## src/logic/rtscd_pkg.sv

```systemverilog
/*
 * Package for the real-time subcarrier control decoder: AXI4-Lite register map,
 * field layout of the serial control frame, and the decoded output structure.
 * Assumes a 32-bit AXI4-Lite bus and one line-locked pixel clock.
 */
package rtscd_pkg;
    localparam int unsigned AXI_AW = 8;
    localparam int unsigned INC_W = 24;
    localparam int unsigned LINE_INC_W = 22;
    // serial frame layout, counted in pixel clocks after the start bit
    localparam int unsigned POS_LINE_INC = 0;
    localparam int unsigned POS_SC_INC = 22;
    localparam int unsigned POS_SEQ = 46;
    localparam int unsigned POS_RESET = 47;
    localparam int unsigned POS_FIELD_RATE = 48;
    localparam int unsigned POS_ODD_EVEN = 49;
    localparam int unsigned POS_COLOR = 50;
    localparam int unsigned FRAME_LEN = 51;
    // register offsets
    localparam logic [7:0] OFS_CTRL = 8'h00;
    localparam logic [7:0] OFS_SC_INC = 8'h04;
    localparam logic [7:0] OFS_FIELD = 8'h08;
    localparam logic [7:0] OFS_STATUS = 8'h0C;
    localparam logic [7:0] OFS_RX_INC = 8'h10;
    // control register bits
    localparam int unsigned CTL_ENABLE = 0;
    localparam int unsigned CTL_DEC_PH = 1;
    localparam int unsigned CTL_PH_SEL = 2;
    localparam int unsigned CTL_DEC_FR = 4;
    localparam int unsigned CTL_DEC_COL = 5;
    localparam int unsigned CTL_PAL = 6;
    localparam int unsigned FLD_FR_SEL = 0;
    localparam logic [31:0] RST_CTRL = 32'h0000_0000;
    localparam logic [INC_W-1:0] RST_SC_INC = 24'h000000;
    localparam logic [1:0] RESP_OKAY = 2'h0;
    localparam logic [1:0] RESP_SLVERR = 2'h2;

    typedef enum logic [1:0] {
        RX_IDLE,
        RX_SHIFT
    } rtscd_rx_e;

    typedef struct packed {
        logic [INC_W-1:0] sc_increment;
        logic use_received_inc;
        logic phase_reset;
        logic invert_line;
        logic field_rate_60hz;
        logic odd_field;
    } rtscd_out_s;
endpackage : rtscd_pkg

```

## src/logic/rtscd_decoder.sv

```systemverilog
/*
 * Real-time control decoder: samples the per-line serial control frame,
 * latches its fields and selects subcarrier source, phase reset and field rate.
 * Assumes the serial input arrives from a pin aligned to clock_in, a start bit
 * (high) opening each frame, and an AXI4-Lite master driving the registers.
 */
// Register access over AXI4-Lite and the register offsets were chosen for this implementation.
`timescale 1ns/1ps

// Functional notes
// - The received line PLL increment is discarded and steers nothing.
// - With real-time control on and colour decode off or colour bit 1, the subcarrier follows the received increment.
// - With enable, sequence bit 1 inverts the line under PAL; under NTSC it changes nothing.
// - With enable, phase decode on and select 00, a received reset bit resets phase.
// - With enable and field-rate decode on, the received field rate replaces the register.
// - With enable and colour decode on, colour bit 0 uses the internal increment, 1 the received.
// - With enable and colour decode off, the received increment is used whatever the colour bit.
// - Field parity is taken from the received odd/even bit.
module rtscd_decoder (
    input wire logic clock_in,
    input wire logic rst_in,
    input wire logic rtc_serial_in,
    input wire logic [rtscd_pkg::AXI_AW-1:0] s_axi_awaddr_in,
    input wire logic s_axi_awvalid_in,
    output logic s_axi_awready_out,
    input wire logic [31:0] s_axi_wdata_in,
    input wire logic [3:0] s_axi_wstrb_in,
    input wire logic s_axi_wvalid_in,
    output logic s_axi_wready_out,
    output logic [1:0] s_axi_bresp_out,
    output logic s_axi_bvalid_out,
    input wire logic s_axi_bready_in,
    input wire logic [rtscd_pkg::AXI_AW-1:0] s_axi_araddr_in,
    input wire logic s_axi_arvalid_in,
    output logic s_axi_arready_out,
    output logic [31:0] s_axi_rdata_out,
    output logic [1:0] s_axi_rresp_out,
    output logic s_axi_rvalid_out,
    input wire logic s_axi_rready_in,
    output rtscd_pkg::rtscd_out_s decoded_out
);
    localparam int unsigned FW = rtscd_pkg::FRAME_LEN;

    typedef struct packed {
        logic sync1;
        logic sync2;
        rtscd_pkg::rtscd_rx_e rx;
        logic [5:0] bit_cnt;
        logic [FW-1:0] shift;
        logic [rtscd_pkg::INC_W-1:0] rx_inc;
        logic rx_seq;
        logic rx_reset;
        logic rx_fr;
        logic rx_odd;
        logic rx_color;
        logic frame_done;
        logic [6:0] ctrl;
        logic [rtscd_pkg::INC_W-1:0] reg_inc;
        logic reg_fr;
        logic [31:0] frame_cnt;
        logic aw_held;
        logic [rtscd_pkg::AXI_AW-1:0] aw_addr;
        logic w_held;
        logic [31:0] w_data;
        logic [3:0] w_strb;
        logic bvalid;
        logic [1:0] bresp;
        logic rvalid;
        logic [31:0] rdata;
        logic [1:0] rresp;
        rtscd_pkg::rtscd_out_s out;
    } rtscd_state_s;

    rtscd_state_s state_r;
    rtscd_state_s state_nxt;

    function automatic logic [31:0] merge(input logic [31:0] old, input logic [31:0] din,
                                          input logic [3:0] strb);
        logic [31:0] res;
        res = old;
        for (int i = 0; i < 4; i++) begin
            if (strb[i]) begin
                res[i*8 +: 8] = din[i*8 +: 8];
            end
        end
        return res;
    endfunction : merge

    function automatic logic known_ofs(input logic [rtscd_pkg::AXI_AW-1:0] a);
        return (a == rtscd_pkg::OFS_CTRL) || (a == rtscd_pkg::OFS_SC_INC) ||
               (a == rtscd_pkg::OFS_FIELD) || (a == rtscd_pkg::OFS_STATUS) ||
               (a == rtscd_pkg::OFS_RX_INC);
    endfunction : known_ofs

    logic rt_enable;
    logic do_write;
    logic [31:0] wmerged;

    always_comb begin
        state_nxt = state_r;
        rt_enable = state_r.ctrl[rtscd_pkg::CTL_ENABLE];
        state_nxt.sync1 = rtc_serial_in;
        state_nxt.sync2 = state_r.sync1;
        state_nxt.frame_done = 1'b0;
        // serial receiver
        case (state_r.rx)
            rtscd_pkg::RX_IDLE: begin
                if (state_r.sync2) begin
                    state_nxt.rx = rtscd_pkg::RX_SHIFT;
                    state_nxt.bit_cnt = 6'h00;
                end
            end
            rtscd_pkg::RX_SHIFT: begin
                state_nxt.shift = {state_r.sync2, state_r.shift[FW-1:1]};
                state_nxt.bit_cnt = state_r.bit_cnt + 6'h01;
                if (state_r.bit_cnt == 6'(FW - 1)) begin
                    state_nxt.rx = rtscd_pkg::RX_IDLE;
                    state_nxt.frame_done = 1'b1;
                end
            end
            default: state_nxt.rx = rtscd_pkg::RX_IDLE;
        endcase
        // latch fields once the frame is complete; line increment bits dropped
        if (state_r.frame_done) begin
            state_nxt.rx_inc = state_r.shift[rtscd_pkg::POS_SC_INC +: rtscd_pkg::INC_W];
            state_nxt.rx_seq = state_r.shift[rtscd_pkg::POS_SEQ];
            state_nxt.rx_reset = state_r.shift[rtscd_pkg::POS_RESET];
            state_nxt.rx_fr = state_r.shift[rtscd_pkg::POS_FIELD_RATE];
            state_nxt.rx_odd = state_r.shift[rtscd_pkg::POS_ODD_EVEN];
            state_nxt.rx_color = state_r.shift[rtscd_pkg::POS_COLOR];
            state_nxt.frame_cnt = state_r.frame_cnt + 32'h0000_0001;
        end
        // decoded outputs
        state_nxt.out.use_received_inc = rt_enable &&
            (!state_r.ctrl[rtscd_pkg::CTL_DEC_COL] || state_r.rx_color);
        state_nxt.out.sc_increment = state_nxt.out.use_received_inc ?
            state_r.rx_inc : state_r.reg_inc;
        // one-cycle pulse per frame whose reset bit is set, with enable, phase decode on and select 00
        state_nxt.out.phase_reset = state_r.frame_done && rt_enable &&
            state_r.ctrl[rtscd_pkg::CTL_DEC_PH] &&
            (state_r.ctrl[rtscd_pkg::CTL_PH_SEL +: 2] == 2'h0) &&
            state_r.shift[rtscd_pkg::POS_RESET];
        state_nxt.out.invert_line = rt_enable && state_r.ctrl[rtscd_pkg::CTL_PAL] &&
            state_r.rx_seq;
        // 0 selects 50 Hz, 1 selects 60 Hz
        state_nxt.out.field_rate_60hz = (rt_enable && state_r.ctrl[rtscd_pkg::CTL_DEC_FR]) ?
            state_r.rx_fr : state_r.reg_fr;
        state_nxt.out.odd_field = state_r.rx_odd;
        // axi write path
        if (s_axi_awvalid_in && !state_r.aw_held) begin
            state_nxt.aw_held = 1'b1;
            state_nxt.aw_addr = s_axi_awaddr_in;
        end
        if (s_axi_wvalid_in && !state_r.w_held) begin
            state_nxt.w_held = 1'b1;
            state_nxt.w_data = s_axi_wdata_in;
            state_nxt.w_strb = s_axi_wstrb_in;
        end
        do_write = state_r.aw_held && state_r.w_held && !state_r.bvalid;
        wmerged = 32'h0000_0000;
        if (do_write) begin
            state_nxt.aw_held = 1'b0;
            state_nxt.w_held = 1'b0;
            state_nxt.bvalid = 1'b1;
            state_nxt.bresp = known_ofs(state_r.aw_addr) ? rtscd_pkg::RESP_OKAY :
                                                           rtscd_pkg::RESP_SLVERR;
            case (state_r.aw_addr)
                rtscd_pkg::OFS_CTRL: begin
                    wmerged = merge({25'h0, state_r.ctrl}, state_r.w_data, state_r.w_strb);
                    state_nxt.ctrl = wmerged[6:0];
                end
                rtscd_pkg::OFS_SC_INC: begin
                    wmerged = merge({8'h00, state_r.reg_inc}, state_r.w_data, state_r.w_strb);
                    state_nxt.reg_inc = wmerged[rtscd_pkg::INC_W-1:0];
                end
                rtscd_pkg::OFS_FIELD: begin
                    wmerged = merge({31'h0, state_r.reg_fr}, state_r.w_data, state_r.w_strb);
                    state_nxt.reg_fr = wmerged[rtscd_pkg::FLD_FR_SEL];
                end
                default: wmerged = 32'h0000_0000;
            endcase
        end
        if (state_r.bvalid && s_axi_bready_in) begin
            state_nxt.bvalid = 1'b0;
        end
        // axi read path
        if (s_axi_arvalid_in && !state_r.rvalid) begin
            state_nxt.rvalid = 1'b1;
            state_nxt.rresp = known_ofs(s_axi_araddr_in) ? rtscd_pkg::RESP_OKAY :
                                                          rtscd_pkg::RESP_SLVERR;
            case (s_axi_araddr_in)
                rtscd_pkg::OFS_CTRL: state_nxt.rdata = {25'h0, state_r.ctrl};
                rtscd_pkg::OFS_SC_INC: state_nxt.rdata = {8'h00, state_r.reg_inc};
                rtscd_pkg::OFS_FIELD: state_nxt.rdata = {31'h0, state_r.reg_fr};
                rtscd_pkg::OFS_STATUS: state_nxt.rdata = {state_r.frame_cnt[23:0],
                    state_r.out.field_rate_60hz, state_r.out.use_received_inc,
                    state_r.rx_color, state_r.rx_odd, state_r.rx_fr,
                    state_r.rx_reset, state_r.rx_seq, 1'b0};
                rtscd_pkg::OFS_RX_INC: state_nxt.rdata = {8'h00, state_r.rx_inc};
                default: state_nxt.rdata = 32'h0000_0000;
            endcase
        end else if (state_r.rvalid && s_axi_rready_in) begin
            state_nxt.rvalid = 1'b0;
        end
        if (rst_in) begin
            state_nxt = '0;
            state_nxt.rx = rtscd_pkg::RX_IDLE;
            state_nxt.ctrl = rtscd_pkg::RST_CTRL[6:0];
            state_nxt.reg_inc = rtscd_pkg::RST_SC_INC;
        end
    end

    always_ff @(posedge clock_in) begin
        state_r <= state_nxt;
    end

    // accepting while unheld keeps valid-before-ready legal in either order
    assign s_axi_awready_out = !state_r.aw_held;
    assign s_axi_wready_out = !state_r.w_held;
    assign s_axi_bvalid_out = state_r.bvalid;
    assign s_axi_bresp_out = state_r.bresp;
    assign s_axi_arready_out = !state_r.rvalid;
    assign s_axi_rvalid_out = state_r.rvalid;
    assign s_axi_rdata_out = state_r.rdata;
    assign s_axi_rresp_out = state_r.rresp;
    assign decoded_out = state_r.out;
endmodule : rtscd_decoder

```

## config.mk

```make
export PLATFORM = sky130hd
export DESIGN_NAME = rtscd_decoder
export DESIGN_NICKNAME = d
export VERILOG_FILES = /design/src/logic/rtscd_pkg.sv /design/src/logic/rtscd_decoder.sv
export SDC_FILE = /design/constraint.sdc
export NUM_CORES = 1
export LEC_CHECK = 0
export BUFFER_PORTS_ARGS = -buffer_cell sky130_fd_sc_hd__buf_2
export CORE_ASPECT_RATIO = 2
export CORE_MARGIN = 3
export CORE_UTILIZATION = 48
export CTS_CLUSTER_DIAMETER = 120
export DETAILED_ROUTE_END_ITERATION = 10
export GPL_TIMING_DRIVEN = 0
export PLACE_DENSITY = 0.75
export SLEW_MARGIN = 20
export SYNTH_ARGS = -nofsm -noshare
export SYNTH_HDL_FRONTEND = slang
export SYNTH_SLANG_ARGS = --single-unit
```

## constraint.sdc

```tcl
create_clock -name clock_in -period 2.24 [get_ports clock_in]
set_input_delay 0.448 -clock clock_in [delete_from_list [all_inputs] [get_ports clock_in]]
set_output_delay 0.448 -clock clock_in [all_outputs]
set_load 0.01 [all_outputs]
```

Yosys cells after proc, flatten, opt, wreduce, memory -nomap -nowiden --
Cells that the tools add are included.
Word-level totals: flip-flop bits (word level) 259, output and inout port bits 70
Cells by class: add/sub/neg operators 2, eq/ne operators 12, multiplexer cells 12, bitwise logic cells 1, reductions and logical operators 45
Operator list (number):
- one-hot mux 32 bit (5 select lines) | 1
- adder 32 x 1 -> 32 bit, second input constant | 1
- equality test 8 x 4 -> 1 bit, second input constant | 4
- 2-to-1 mux 24 bit | 1
- equality test 8 x 3 -> 1 bit, second input constant | 2
- equality test 8 x 5 -> 1 bit, second input constant | 2
- zero test 8 bit | 2
- logical AND 1 bit | 15
- AND reduction 3 bit | 5
- one-hot mux 6 bit (2 select lines) | 1
- logical OR 1 bit | 9
- 2-to-1 mux 8 bit | 1
- adder 6 x 1 -> 6 bit, second input constant | 1
- equality test 6 bit, second input constant | 1
- 2-to-1 mux 2 bit | 3
- OR reduction 2 bit | 3
- zero test 1 bit | 5
- zero test 2 bit | 2
- 2-to-1 mux 1 bit | 4
- != test 2 bit, second input constant | 2
- one-hot mux 2 bit (2 select lines) | 1
- AND reduction 2 bit | 2
- nonzero test 2 bit | 2
- equality test 2 x 1 -> 1 bit, second input constant | 1
- inverter 1 bit | 1

Longest topological paths before layout --
depth in word-level cells 6, mapped depth 7

Least setup slack after synthesis --
OpenSTA, ideal clock, no wires.
kind input to register, start point in s_axi_araddr_in[3] (netlist name), end point reg state_r (netlist bit s_axi_rdata_out[13]), library setup time 0.059 ns, arrival time 1.931 ns, data required time 2.181 ns, path slack 0.250 ns, stages 7, buffers on the path 3, path through buf_2 -> or2_1 -> buf_2 -> nor4_2 -> buf_2 -> o2bb2ai_1 -> a22o_1
Between the ends: cells in the longest elaborated chain, start to end 2, elaborated cells between the ends (all ways) 6, classes of those cells 4 x eq/ne; 1 x mux; 1 x reduce/logical
Ends and longest elaborated chain:
- start, declared | RTL line rtscd_decoder.sv:33 | input wire logic [rtscd_pkg::AXI_AW-1:0] s_axi_araddr_in,
- equality test 8 x 5 -> 1 bit, or another cell as far along | RTL line rtscd_decoder.sv:191 | case (s_axi_araddr_in)
- one-hot mux 32 bit (5 select lines) (*) | RTL line rtscd_decoder.sv:191
- end signal, assigned | RTL line rtscd_decoder.sv:214 | state_r <= state_nxt;
- end, declared | RTL line rtscd_decoder.sv:74 | rtscd_state_s state_r;
Every way passes the cells marked *; elsewhere a longest branch is shown, timed or not. A chain may end at the register's enable or synchronous reset.

Worst setup path after layout --
start point in s_axi_araddr_in[3] (netlist name), end point reg state_r (netlist bit s_axi_rdata_out[20])
The elaborated chain is that of the path after synthesis.

==> flow_summary.yaml <==
synthesis:
  syn-cell-area_sq_um: 9344
  synth_edf_count: 0
  ys_types: 50
  synthArstFlopShare_pct: 0
  synth_top_cell_area_share_pct: 48.42
  ys_seq_area_share_pct: 48.42
  avgSynthCellArea_sq_um: 9.477
  synth_warnings: 0
  synth.top_cells.by_count: "226 x dfxtp_1, 130 x mux2i_1, 115 x nand2_1, 107 x nor2_1, 70 x a21oi_1"
  synth_area_leaders: "dfxtp_1 48%, mux2i_1 14%, buf_4 5.2%, nand2_1 4.6%, nor2_1 4.3%"
  synth_ff_type: "dfxtp_1"
  ys_ff_latch: 226
  synthCells: 986
  yosysMostFrequentCell: "dfxtp_1"
  synth_top_area_cell: "dfxtp_1"
timing:
  timing.final.crit_share_pct: 99.80
  finClkSkew_ns: 0.01020
  final_max_slew_viol_count: 0
  worst_pin_slew_ns: 1.098
  relSlewSlack_pct: 26.21
  final.hold.worst_slack_ns: 0.1853
  setup_ws_ns: 0.004568
  setup_viol: 0
  min_period_ns: 2.235
  rsz0062_at_grt: "yes"
  finalHoldViolations: 0
  max_freq_mhz: 447.3
critical_path:
  regToRegEndpoint: "state_r[173]"
  cp_data_required_time_ns: 2.68
  crit_chain: "buf_2, or2_1, buf_2, nor4_2, buf_2, o2bb2ai_1, a22o_1"
  cp_max_fo: 10
  critPathMaxStageDelay_ns: 0.84
  crit_path_end_kind: "register"
  startpoint: "s_axi_araddr_in[3]"
  crit_top_cell: "buf_2"
  rr_worst_depth: 5
  cp.arrival_ns: 2.68
  slowest_stage: "nor4_2"
  worstSetupStartpointType: "input pin"
  path_class: "in -> reg"
  worstSetupEndpoint: "s_axi_rdata_out[20]"
  r2r_slack_ns: 0.09
  reg2reg_from: "state_r[104]"
power:
  peakVddDrop_uv: 536.3
  power_mw: 8.079
  p_leak_nw: 4.210
  power.density_nw_per_um2: 734.6
cts:
  numCtsBuffers: 21
  clk_pin_slew_ns: 0.07
  cts_tree: "done"
  clk_path_buf_depth: 3
  clk_latency_ns: 0.50
  htreeDepth: 1
  cts_root_buf: "clkbuf_16"
  cts_sinks: 226
final_layout:
  drive_gt1_share_pct: 23.25
  nets: 1193
  syn2layout_area_growth_pct: 17.69
  finalInstanceArea_sq_um: 11000
routing:
  drc: 0
  num_vias: 7501
  drt.antenna.violating_nets: 0
  dr.pass1.iters: 5
  routedWlPerCell_um: 17.48
  drt_iter0_drc: 339
  routed_wl_um: 24470
  drt-vias-per-instance: 5.358
floorplanning:
  io_pins: 130
  rows: 71
  fp.dieH_um: 203.3
  core_region_area_sq_um: 18920
  die_w_um: 104.7
  initial_utilization_pct: 49.38
  dieArea_sq_um: 21280
placement:
  routabilityCongestion: 0.8757
  io_buffers: 117
  dp_hpwl_um: 18120
  dp_slack_ns: -0.4258
  placed_area_sq_um: 10250
hold_path:
  worstHoldPathType: "in -> reg"
  hold_start: "s_axi_wdata_in[17]"
outcome:
  status: "finished clean"
global_route:
  grt_pass1_wl_um: 37860
  grt_use_total_pct: 22.27
  grt_max_degree: 17
  grt_pass1_vias: 7345
  antenna_found_initial: 1
  grt_overflow: 0
job:
  maxCapViolCount: 0
[per-layer routing]
layer	part of all wire (%)	GRT usage (%)
met2	54	43.80
met3	5.0	2.344
met5	0	0
met1	36	22.95
met4	4.7	10.93
[what timing repair did]
action	CTS	global route
hold buffers	0	0
endpoints found under the setup margin	13	29
pin swaps	1	4
setup buffers	0	3
resized for setup	2	3
[critical path, delay by kind of cell]
family                 cells  cell delay (ns)
AOI/OAI and AO/OA          2             0.32
and+or+nand+nor            2             1.10
buffers and inverters      3             0.80
[layout by cell type, fill, tap and decap left out, types with 8 or more instances in the layout]
| cell type | n |
|---|---|
| nand2_1 | 115 |
| buf_1 | 9 |
| inv_1 | 8 |
| a22o_1 | 24 |
| buf_4 | 66 |
| mux2i_1 | 130 |
| buf_2 | 123 |
| nor2_2 | 24 |
| a21oi_1 | 70 |
| clkbuf_1 | 44 |
| or3_1 | 10 |
| o2bb2ai_1 | 17 |
| clkbuf_16 | 21 |
| nand3_1 | 11 |
| dfxtp_1 | 226 |
| nor2b_1 | 8 |
| a22oi_1 | 11 |
| nor2_1 | 107 |
| o21ai_1 | 9 |
[registers in the layout, summed over array words and instances, names as in the netlist]
name / count
decoded_out: 29
s_axi_bresp_out: 1
rt_enable: 1
s_axi_rresp_out: 1
s_axi_rdata_out: 32
s_axi_bvalid_out: 1
state_r: 160
s_axi_rvalid_out: 1
[layout make-up]
| type | instances | area [sq um] |
|---|---|---|
| Multi-Input combinational cell | 627 | 4068 |
| Buffer | 124 | 729.5 |
| Timing Repair Buffer | 120 | 633.1 |
| Sequential cell | 226 | 4524 |
| Clock buffer | 26 | 564.3 |
| Clock inverter | 11 | 118.9 |
| Tap cell | 255 | 319.1 |
| Inverter | 10 | 37.54 |
| Fill cell | 1687 | 7925 |
| Antenna cell | 1 | 2.502 |
[kinds of logic after synthesis]
kind of cell / after synthesis / synth area share (%)
DFF: 226 / 48.42
adders and majority gates: 3 / 0.4018
and+or+nand+nor: 327 / 17.11
buffers and inverters: 134 / 8.168
xor gates and xnor gates: 12 / 1.125
AOI/OAI and AO/OA: 153 / 10.81
muxes: 130 / 13.93
other: 1 / 0.04013
[metrics by stage]
stage | utilization (%) | setup TNS (ns) | cells
floorplan | - | 0 | 987
global placement | 54.18 | -6.055 | 1359
detailed placement | 54.18 | -6.321 | 1359
CTS | 57.83 | 0 | 1396
global route | 58.12 | -0.01326 | 1400
finish | 58.12 | 0 | 1400
[power by group]
part / internal [mW] / total, mW / switching [mW]
combinational: 0.142 / 0.420 / 0.278
clock: 2.03 / 3.55 / 1.52
sequential: 4.07 / 4.10 / 0.0370
total: 6.24 / 8.08 / 1.84
[worst min path at each step]
stage	slack, ns	depth (start not counted)	endpoint
2_1_floorplan	0.41	1	state_r[266]
3_3_place_gp	0.43	1	state_r[266]
3_5_place_dp	0.45	2	state_r[85]
4_1_cts	0.18	3	state_r[89]
5_1_grt	0.19	3	state_r[90]
6_report	0.19	3	state_r[88]
No activity file was read; power rests on OpenSTA's default activity.
